`src/rmt_pkg.sv`:
```
package rmt_pkg;
  // ==========================================================
  // register map
  localparam logic [7:0] ADDR_CORR   = 8'h0d;
  localparam logic [7:0] ADDR_MASK   = 8'h0f;
  localparam logic [7:0] ADDR_NRT_HI = 8'h10;
  localparam logic [7:0] ADDR_NRT_LO = 8'h11;
  localparam logic [7:0] ADDR_TCTRL  = 8'h12;
  localparam logic [7:0] ADDR_IRQ_ST = 8'h18;
  localparam logic [7:0] ADDR_IRQ_MK = 8'h19;
  localparam logic [7:0] ADDR_MODE   = 8'h1a;
  localparam logic [7:0] ADDR_RUN_ST = 8'h1b;
  // ==========================================================
  // reset values
  localparam logic [7:0] RST_CORR  = 8'h00;
  localparam logic [7:0] RST_MASK  = 8'h08;
  localparam logic [7:0] RST_NRT   = 8'h00;
  localparam logic [3:0] RST_TCTRL = 4'h0;
  localparam logic [2:0] RST_IRQ   = 3'h0;
  localparam logic [2:0] RST_MODE  = 3'h0;
  // ==========================================================
  // field positions
  localparam int CORR_SUBC_BIT = 0;
  localparam int CORR_REL_BIT  = 1;
  localparam int IRQ_NRT_BIT   = 0;
  localparam int IRQ_MASK_BIT  = 1;
  localparam int IRQ_SLEEP_BIT = 2;
  localparam int MODE_NFC_BIT  = 0;
  localparam int MODE_AP_BIT   = 1;
  localparam int MODE_LONG_BIT = 2;
  // ==========================================================
  // carrier periods per count unit
  localparam logic [12:0] MASK_UNIT_SHORT = 13'd64;
  localparam logic [12:0] MASK_UNIT_LONG  = 13'd512;
  localparam logic [12:0] NRT_UNIT_SHORT  = 13'd64;
  localparam logic [12:0] NRT_UNIT_LONG   = 13'd4096;
  // ==========================================================
  // correlator timing
  localparam int CLK_PERIOD_NS   = 10;
  localparam int SLEEP_IDLE_NS   = 18000;
  localparam int REL_SHORT_NS    = 18000;
  localparam int REL_LONG_NS     = 42000;
  localparam int SLEEP_IDLE_CYC  = (SLEEP_IDLE_NS + CLK_PERIOD_NS - 1) / CLK_PERIOD_NS;
  localparam int REL_SHORT_CYC   = (REL_SHORT_NS + CLK_PERIOD_NS - 1) / CLK_PERIOD_NS;
  localparam int REL_LONG_CYC    = (REL_LONG_NS + CLK_PERIOD_NS - 1) / CLK_PERIOD_NS;
  // ==========================================================
  // types
  typedef struct packed {
    logic mrt_step;
    logic nrt_peer_sel;
    logic nrt_emv;
    logic nrt_step;
  } rmt_tctrl_t;
  typedef struct packed {
    logic       wr;
    logic       rd;
    logic [7:0] addr;
    logic [7:0] wdata;
  } rmt_bus_t;
  typedef enum logic [1:0] {NRT_IDLE, NRT_WAIT, NRT_RUN} rmt_nrt_state_t;
  typedef enum logic {CORR_AWAKE, CORR_SLEEP} rmt_corr_state_t;
endpackage : rmt_pkg

```
`src/rmt_rx_timers.sv`:
```
// Functional notes
// After every end of transmission the receiver output is masked for the programmed mask count.
// With mask step clear one mask unit is 64 carrier periods.
// With mask step set one mask unit is 512 carrier periods.
// The 16-bit timeout count is split as upper byte at 10h and lower byte at 11h.
// A timeout that expires before any response raises the no-response interrupt.
// One timeout unit is 64 carrier periods, or 4096 with timeout step set.
// In NFC mode the timeout timer starts only once an external field is seen.
// In active peer mode the timeout timer starts by itself when the transmitter turns off.
// A timeout count of all zeros never starts the timeout timer.
// The start-timer command resets the timeout timer and counts again.
// The correlator sleeps after 18 us without pulse and wakes by timer or only by receiver on.
// Timer wake takes 18 us for A, B and F424, and 42 us for vicinity stream and F212.
// Software sets the stream select bit only for 424 kHz subcarrier stream mode.
// Mask step select is timer control bit 3.
// Timeout step select is timer control bit 0.
// In active peer mode bit 2 picks start at own transmit end or at peer field on.
// Both timers tick on the carrier and sample their setup at start.
//
// Chosen here: the plain strobed port.
module rmt_rx_timers import rmt_pkg::*; #(
  parameter int SLEEP_CYC     = SLEEP_IDLE_CYC,
  parameter int REL_SHORT     = REL_SHORT_CYC,
  parameter int REL_LONG      = REL_LONG_CYC
) (
  // clock and reset
  input  wire logic       ref_clk_in,
  input  wire logic       nrst_in,
  // register port
  input  wire logic [7:0] addr_in,
  input  wire logic [7:0] wdata_in,
  input  wire logic       wr_in,
  input  wire logic       rd_in,
  output logic      [7:0] rd_data_out,
  // carrier and sequencer events
  input  wire logic       carrier_tick_in,
  input  wire logic       tx_end_in,
  input  wire logic       ext_field_in,
  input  wire logic       peer_field_on_in,
  input  wire logic       rx_resp_in,
  input  wire logic       start_nrt_cmd_in,
  // receiver and correlator
  input  wire logic       rx_data_in,
  input  wire logic       rx_on_in,
  input  wire logic       corr_pulse_in,
  output logic            rx_data_out,
  output logic            corr_sleep_out,
  output logic            subcarrier_stream_out,
  output logic            sleep_release_select_out,
  // status
  output logic            mask_active_out,
  output logic            nrt_running_out,
  output logic            irq_out
);
  if (SLEEP_CYC < 2 || REL_SHORT < 2 || REL_LONG < 2
      || SLEEP_CYC > 65536 || REL_SHORT > 65535 || REL_LONG > 65535) begin : g_chk
    $error("rmt_rx_timers: cycle counts out of range");
  end

  rmt_bus_t        bus;
  rmt_tctrl_t      tctrl_r;
  logic [1:0]      corr_r;
  logic [7:0]      mask_time_r;
  logic [7:0]      nrt_hi_r;
  logic [7:0]      nrt_lo_r;
  logic [2:0]      irq_st_r;
  logic [2:0]      irq_mk_r;
  logic [2:0]      mode_r;
  logic [2:0]      irq_set;
  logic [15:0]     nrt_val;
  assign bus     = '{wr: wr_in, rd: rd_in, addr: addr_in, wdata: wdata_in};
  assign nrt_val = {nrt_hi_r, nrt_lo_r};

  // ==========================================================
  // register writes
  always_ff @(posedge ref_clk_in or negedge nrst_in) begin
    if (!nrst_in) begin
      corr_r      <= RST_CORR[1:0];
      mask_time_r <= RST_MASK;
      nrt_hi_r    <= RST_NRT;
      nrt_lo_r    <= RST_NRT;
      tctrl_r     <= RST_TCTRL;
      irq_mk_r    <= RST_IRQ;
      mode_r      <= RST_MODE;
    end else if (bus.wr) begin
      case (bus.addr)
        ADDR_CORR:   corr_r      <= bus.wdata[1:0];
        ADDR_MASK:   mask_time_r <= bus.wdata;
        ADDR_NRT_HI: nrt_hi_r    <= bus.wdata;
        ADDR_NRT_LO: nrt_lo_r    <= bus.wdata;
        ADDR_TCTRL:  tctrl_r     <= bus.wdata[3:0]; // see see
        ADDR_IRQ_MK: irq_mk_r    <= bus.wdata[2:0];
        ADDR_MODE:   mode_r      <= bus.wdata[2:0];
        default: ;
      endcase
    end
  end

  // ==========================================================
  // sticky status: a set in the clearing cycle survives
  always_ff @(posedge ref_clk_in or negedge nrst_in) begin
    if (!nrst_in) begin
      irq_st_r <= RST_IRQ;
    end else if (bus.wr && bus.addr == ADDR_IRQ_ST) begin
      irq_st_r <= (irq_st_r & ~bus.wdata[2:0]) | irq_set;
    end else begin
      irq_st_r <= irq_st_r | irq_set;
    end
  end

  always_ff @(posedge ref_clk_in or negedge nrst_in) begin
    if (!nrst_in) begin
      irq_out <= 1'b0;
    end else begin
      irq_out <= |(irq_st_r & irq_mk_r);
    end
  end

  // ==========================================================
  // mask receive timer
  logic            mask_busy_r;
  logic [7:0]      mask_cnt_r;
  logic [11:0]     mask_pre_r;
  logic            mask_step_r;
  logic            mask_done;
  logic [11:0]     mask_last;
  assign mask_last = mask_step_r ? 12'(MASK_UNIT_LONG - 13'd1) : 12'(MASK_UNIT_SHORT - 13'd1); // see
  assign mask_done = mask_busy_r && carrier_tick_in && mask_pre_r == mask_last
                     && mask_cnt_r == 8'd1;

  always_ff @(posedge ref_clk_in or negedge nrst_in) begin
    if (!nrst_in) begin
      mask_busy_r <= 1'b0;
      mask_cnt_r  <= 8'h00;
      mask_pre_r  <= 12'h000;
      mask_step_r <= 1'b0;
    end else if (tx_end_in && mask_time_r != 8'h00) begin
      // setup is latched here so later writes cannot stretch the window
      mask_busy_r <= 1'b1; // see
      mask_cnt_r  <= mask_time_r;
      mask_pre_r  <= 12'h000;
      mask_step_r <= tctrl_r.mrt_step;
    end else if (mask_busy_r && carrier_tick_in) begin
      if (mask_pre_r == mask_last) begin
        mask_pre_r <= 12'h000;
        mask_cnt_r <= mask_cnt_r - 8'd1;
        if (mask_cnt_r == 8'd1) begin
          mask_busy_r <= 1'b0;
        end
      end else begin
        mask_pre_r <= mask_pre_r + 12'd1;
      end
    end
  end

  always_ff @(posedge ref_clk_in or negedge nrst_in) begin
    if (!nrst_in) begin
      rx_data_out <= 1'b0;
    end else begin
      rx_data_out <= mask_busy_r ? 1'b0 : rx_data_in;
    end
  end

  // ==========================================================
  // no-response timer
  rmt_nrt_state_t  nrt_st_r;
  logic [15:0]     nrt_cnt_r;
  logic [11:0]     nrt_pre_r;
  logic            nrt_step_r;
  logic            nrt_trig;
  logic            nrt_go;
  logic            nrt_expire;
  logic            resp_seen;
  logic [11:0]     nrt_last;
  assign resp_seen  = rx_resp_in && !mask_busy_r;
  assign nrt_last   = nrt_step_r ? 12'(NRT_UNIT_LONG - 13'd1) : 12'(NRT_UNIT_SHORT - 13'd1);
  assign nrt_expire = nrt_st_r == NRT_RUN && carrier_tick_in && nrt_pre_r == nrt_last
                      && nrt_cnt_r == 16'd1;

  always_comb begin
    if (mode_r[MODE_AP_BIT]) begin
      nrt_trig = tctrl_r.nrt_peer_sel ? peer_field_on_in : 1'b1; // see
    end else if (mode_r[MODE_NFC_BIT]) begin
      nrt_trig = ext_field_in;
    end else begin
      nrt_trig = 1'b1;
    end
  end
  assign nrt_go = nrt_val != 16'h0000;

  always_ff @(posedge ref_clk_in or negedge nrst_in) begin
    if (!nrst_in) begin
      nrt_st_r   <= NRT_IDLE;
      nrt_cnt_r  <= 16'h0000;
      nrt_pre_r  <= 12'h000;
      nrt_step_r <= 1'b0;
    end else if (start_nrt_cmd_in || (nrt_go && nrt_trig
                 && (tx_end_in || nrt_st_r == NRT_WAIT))) begin
      nrt_st_r   <= nrt_go ? NRT_RUN : NRT_IDLE; // see
      nrt_cnt_r  <= nrt_val;
      nrt_pre_r  <= 12'h000;
      nrt_step_r <= tctrl_r.nrt_step; // see
    end else if (tx_end_in) begin
      nrt_st_r <= nrt_go ? NRT_WAIT : NRT_IDLE;
    end else begin
      case (nrt_st_r)
        NRT_RUN: begin
          if (resp_seen) begin
            nrt_st_r <= NRT_IDLE;
          end else if (carrier_tick_in) begin
            if (nrt_pre_r == nrt_last) begin
              nrt_pre_r <= 12'h000;
              nrt_cnt_r <= nrt_cnt_r - 16'd1;
              if (nrt_cnt_r == 16'd1) begin
                nrt_st_r <= NRT_IDLE;
              end
            end else begin
              nrt_pre_r <= nrt_pre_r + 12'd1;
            end
          end
        end
        NRT_WAIT: begin
          if (resp_seen) begin
            nrt_st_r <= NRT_IDLE;
          end
        end
        NRT_IDLE: ;
        default:  nrt_st_r <= NRT_IDLE;
      endcase
    end
  end

  // ==========================================================
  // correlator sleep
  rmt_corr_state_t corr_st_r;
  logic [15:0]     corr_cnt_r;
  logic            rx_on_q;
  logic            sleep_enter;
  logic            sleep_wake;
  logic [15:0]     rel_cyc;
  assign rel_cyc     = mode_r[MODE_LONG_BIT] ? 16'(REL_LONG) : 16'(REL_SHORT);
  assign sleep_enter = corr_st_r == CORR_AWAKE && !corr_pulse_in && corr_cnt_r == 16'(SLEEP_CYC - 1);
  assign sleep_wake  = corr_st_r == CORR_SLEEP && (corr_r[CORR_REL_BIT] ? (rx_on_in && !rx_on_q)
                       : corr_cnt_r == rel_cyc - 16'd1);

  always_ff @(posedge ref_clk_in or negedge nrst_in) begin
    if (!nrst_in) begin
      rx_on_q <= 1'b0;
    end else begin
      rx_on_q <= rx_on_in;
    end
  end

  always_ff @(posedge ref_clk_in or negedge nrst_in) begin
    if (!nrst_in) begin
      corr_st_r  <= CORR_AWAKE;
      corr_cnt_r <= 16'h0000;
    end else begin
      case (corr_st_r)
        CORR_AWAKE: begin
          if (corr_pulse_in) begin
            corr_cnt_r <= 16'h0000;
          end else if (sleep_enter) begin
            corr_st_r  <= CORR_SLEEP;
            corr_cnt_r <= 16'h0000;
          end else begin
            corr_cnt_r <= corr_cnt_r + 16'd1;
          end
        end
        CORR_SLEEP: begin
          if (sleep_wake) begin
            corr_st_r  <= CORR_AWAKE; // see
            corr_cnt_r <= 16'h0000;
          end else if (!corr_r[CORR_REL_BIT]) begin
            corr_cnt_r <= corr_cnt_r + 16'd1;
          end
        end
        default: corr_st_r <= CORR_AWAKE;
      endcase
    end
  end

  assign irq_set = {sleep_enter, mask_done, nrt_expire};

  // ==========================================================
  // status outputs and read port
  always_ff @(posedge ref_clk_in or negedge nrst_in) begin
    if (!nrst_in) begin
      mask_active_out          <= 1'b0;
      nrt_running_out          <= 1'b0;
      corr_sleep_out           <= 1'b0;
      subcarrier_stream_out    <= 1'b0;
      sleep_release_select_out <= 1'b0;
    end else begin
      mask_active_out          <= mask_busy_r;
      nrt_running_out          <= nrt_st_r == NRT_RUN;
      corr_sleep_out           <= corr_st_r == CORR_SLEEP;
      subcarrier_stream_out    <= corr_r[CORR_SUBC_BIT];
      sleep_release_select_out <= corr_r[CORR_REL_BIT];
    end
  end

  always_ff @(posedge ref_clk_in or negedge nrst_in) begin
    if (!nrst_in) begin
      rd_data_out <= 8'h00;
    end else if (bus.rd) begin
      case (bus.addr)
        ADDR_CORR:   rd_data_out <= {6'h00, corr_r};
        ADDR_MASK:   rd_data_out <= mask_time_r;
        ADDR_NRT_HI: rd_data_out <= nrt_hi_r;
        ADDR_NRT_LO: rd_data_out <= nrt_lo_r;
        ADDR_TCTRL:  rd_data_out <= {4'h0, tctrl_r};
        ADDR_IRQ_ST: rd_data_out <= {5'h00, irq_st_r};
        ADDR_IRQ_MK: rd_data_out <= {5'h00, irq_mk_r};
        ADDR_MODE:   rd_data_out <= {5'h00, mode_r};
        ADDR_RUN_ST: rd_data_out <= {4'h0, corr_st_r == CORR_SLEEP, nrt_st_r == NRT_WAIT,
                                     nrt_st_r == NRT_RUN, mask_busy_r};
        default:     rd_data_out <= 8'h00;
      endcase
    end else begin
      rd_data_out <= 8'h00;
    end
  end
endmodule : rmt_rx_timers

```
`config.mk`:
```
export PLATFORM = sky130hd
export DESIGN_NAME = rmt_rx_timers
export DESIGN_NICKNAME = d
export VERILOG_FILES = /design/src/rmt_pkg.sv /design/src/rmt_rx_timers.sv
export SDC_FILE = /design/constraint.sdc
export NUM_CORES = 1
export LEC_CHECK = 0
export BUFFER_PORTS_ARGS = -buffer_cell sky130_fd_sc_hd__buf_2
export CAP_MARGIN = 20
export CORE_MARGIN = 2
export CORE_UTILIZATION = 65
export CTS_CLUSTER_SIZE = 25
export DETAILED_ROUTE_END_ITERATION = 8
export GPL_TIMING_DRIVEN = 0
export PLACE_DENSITY = 0.84
export SLEW_MARGIN = 20
export SYNTH_ARGS = -nofsm -noshare
export SYNTH_HDL_FRONTEND = slang
export SYNTH_SLANG_ARGS = --single-unit
```
`constraint.sdc`:
```
create_clock -name ref_clk_in -period 4.55 [get_ports ref_clk_in]
set_clock_uncertainty 0.05 [all_clocks]
set_input_delay 0.2275 -clock ref_clk_in [delete_from_list [all_inputs] [get_ports ref_clk_in]]
set_output_delay 0.2275 -clock ref_clk_in [all_outputs]
set_load 0.05 [all_outputs]
```
==> flow_summary.toml <==
[run_status]
status = "finished clean"

[worst_setup_path]
timing.critical_path.mode_cell = "a21oi_1"
cp-start-kind = "register"
arrival_ps = 3250
crit_chain = "nor4_1, nand4_1, a21oi_1, clkbuf_1, nor2_1, a21oi_1"
critical_path.slowest_cell = "a21oi_1"
max_stage_delay_ps = 760
crit_path_end_kind = "register"
critPathTopFamily = "compound AO/OA/AOI/OAI gates"
cp_num_buf_inv = 1
critical_path_class = "reg -> reg"
worst_ep_required_time_ps = 4940
worstPathMaxFanout = 10

[placed_design]
port_buffers = 42
dp_hpwl_um = 10200
dp_worst_setup_slack_ps = 1910
gp_congestion = 0.906
placed_cells_incl_taps = 791

[grt]
grt_pass1_vias = 5156
grtUsageTotal_pct = 31.6
grt_max_degree = 86
grt.overflow.total = 0
grt_pass1_wl_um = 25200
antenna_found_initial = 0

[finish]
drive_above_1_share_pct = 19.6
fillCellCount = 564
layout_commonest_cell = "dfrtp_1"
layout_common_cells = "dfrtp_1 (124), nand2_1 (76), nor2_1 (75)"
diodes = 0
fin_cells = 832
synthToLayoutAreaGrowth_pct = 18.4
nNetsFinal = 726

[pwr]
pwr-share-seq_pct = 40.8
leakage_uw = 0.00333
combPwrFrac_pct = 14.8
clkPwrFrac_pct = 44.4
power_switching_uw = 931
powerDensity_nw_per_um2 = 445
p_sw_share_pct = 28.2
p_int_uw = 2370
vdd_ir_drop_max_v = 0.000320

[synth]
yosysUniqueCellTypes = 66
async_reset_ff_share_pct = 100
ys_ff_latch = 125
syn_area_um2 = 6260
yosysTopAreaCell = "dfrtp_1"
synth_xor_area_share_pct = 6.30
synth_top_area_share_pct = 49.6
synthFlopType = "dfrtp_1"
synth-simple-area-share_pct = 22.9
syn_inst = 619
synth_top_family_by_area = "simple AND/OR/NAND/NOR gates"
syn_nets = 655
synth_compound_area_share_pct = 9.08
synth_fa_ha_area_share_pct = 1.40
syn_area_per_cell_um2 = 10.1
seq_area_frac_synth_pct = 50.0
synth_edf_count = 0
muxShareOfSynthArea_pct = 8.54
ys_warn_count = 0
synth_area_leaders = "dfrtp_1 (50%), mux2_2 (7.4%), nand2_1 (4.6%), nor2_1 (4.5%), xor2_1 (3.6%)"

[route]
drcViolationCount = 0
via_per_inst = 6.22
dr.pass1.iters = 6
drt_iter0_markers = 363
ant_nets = 0
wl_per_cell_um = 18.2
routed_wl_um = 15100
vias = 5173

[floorplanning]
rows = 35
initial_utilization_pct = 67.4
core_area_um2 = 9280
dieArea_um2 = 10400
die_w_um = 102
die_height_um = 102
io_pins = 44

[timing]
fin_crit_ps = 2860
hold_ws_ps = 14.2
worst_pin_slew_ps = 1020
drv_slew = 0
layout_setup_ws_ps = 1690
fin_tns_setup_ps = 0
timing.fmax_mhz = 349
period_share_pct = 62.9
rsz0062_at_grt = "no"
hold_violations = 0
setup_viol = 0
max_slew_margin_pct = 31.5

[clocking]
clock_latency_ps = 530
cts.path.max_buffers = 2
clock-sinks = 125
root_buffer = "clkbuf_8"
htreeDepth = 4
clkTransAtPathRegs_ps = 60
cts_tree = "done"
cts_made_buffers = 17
post_cts_buffers = 0

[flow_run]
cap_violations = 0

[min_path]
hold_path_class = "in -> reg"
-- what timing repair did --
action / 4_1_cts / 5_1_grt
hold buffers: 9 / 0
resized for setup: 0 / 0
endpoints found under the hold margin: 64 / 0
-- cell type report --
class / count / area [um^2] / share of cell area, %
clock inverter: 14 / 218 / 2.94
timing repair buffer: 52 / 334 / 4.51
tap: 129 / 161 / 2.18
clock buffer: 18 / 428 / 5.77
sequential: 125 / 3130 / 42.2
buffer: 17 / 72.6 / 0.979
multi-input combinational: 466 / 3030 / 40.9
inverter: 11 / 41.3 / 0.557
-- per-layer routing --
| layer | vias up | wire (um) | share of wire [%] | global-route usage (%) |
|---|---|---|---|---|
| met1 | 2548 | 6400 | 42 | 42.2 |
| met5 | - | 0 | 0 | 0 |
| met2 | 244 | 7250 | 48 | 50.1 |
| met3 | 26 | 1250 | 8.2 | 9.51 |
| met4 | 0 | 247 | 1.6 | 10.2 |
| li1 | 2355 | - | - | - |
-- registers in the layout, indices dropped and copies added (netlist names), 2 cells and up --
register	count
mask_time_r	8
mask_cnt_r	8
nrt_cnt_r	16
tctrl_r	4
mode_r	3
mask_pre_r	12
nrt_st_r	2
nrt_hi_r	8
rd_data_out	8
irq_mk_r	3
corr_r	2
nrt_pre_r	12
irq_st_r	3
corr_cnt_r	16
nrt_lo_r	8
-- worst paths after layout --
kind / startpoint / to / slack (ps) / cells past startpoint
hold / removal: wdata_in[0] / irq_st_r[0] / 10 / 3
setup reg to reg: nrt_hi_r[0] / nrt_st_r[1] / 1690 / 6
min in group asynchronous: nrst_in / nrt_pre_r[6] / 130 / 2
hold reg to reg: corr_r[0] / subcarrier_stream_out / 370 / 0
setup / recovery: nrt_hi_r[0] / nrt_st_r[1] / 1690 / 6
max in group asynchronous: nrst_in / mask_time_r[3] / 3560 / 3
-- through the flow --
stage / power (uW) / utilization (%) / instance area [um^2]
final: 3300 / 79.8 / 7410
after global routing: 3430 / 79.8 / 7410
after CTS: 3300 / 79.8 / 7410
after detailed placement: 1830 / 71.8 / 6670
after global placement: 1790 / 71.4 / 6630
after floorplan: 1660 / - / 6260
-- synth_stat cells, types with 5 or more instances --
cell type    n
a21oi_1     31
a31oi_1      7
and2_1       9
and3_1      10
clkbuf_1    13
dfrtp_1    124
ha_1         7
inv_1       11
mux2_2      41
mux2i_1      5
nand2_1     76
nand2b_1     7
nand3_1     19
nand3b_1     5
nand4_1     14
nor2_1      75
nor2b_1      5
nor3_1      15
nor4_1      12
o21ai_0     17
or4_1        8
xnor2_1     19
xor2_1      26
-- cell families after synthesis --
| group | Yosys count |
|---|---|
| compound gates | 88 |
| mux | 47 |
| xor+xnor | 45 |
| flops | 125 |
| buf+inv | 28 |
| simple gates | 279 |
| fa+ha+maj | 7 |
-- worst reg2reg max path, cell delays in order (launching register included) --
cell and delay, ps:
dfrtp_1 430, nor4_1 460, nand4_1 280, a21oi_1 760
clkbuf_1 470, nor2_1 140, a21oi_1 190
-- power by group through the flow --
| stage | combinational [uW] | clock, uW | sequential (uW) |
|---|---|---|---|
| 3_5_place_dp | 468 | 0 | 1360 |
| 5_1_grt | 539 | 1530 | 1360 |
| 3_3_place_gp | 443 | 0 | 1350 |
| 4_1_cts | 485 | 1480 | 1340 |
| 2_1_floorplan | 301 | 0 | 1360 |
| 6_report | 487 | 1470 | 1350 |
Note: power is estimated with default switching activity, not from simulation.
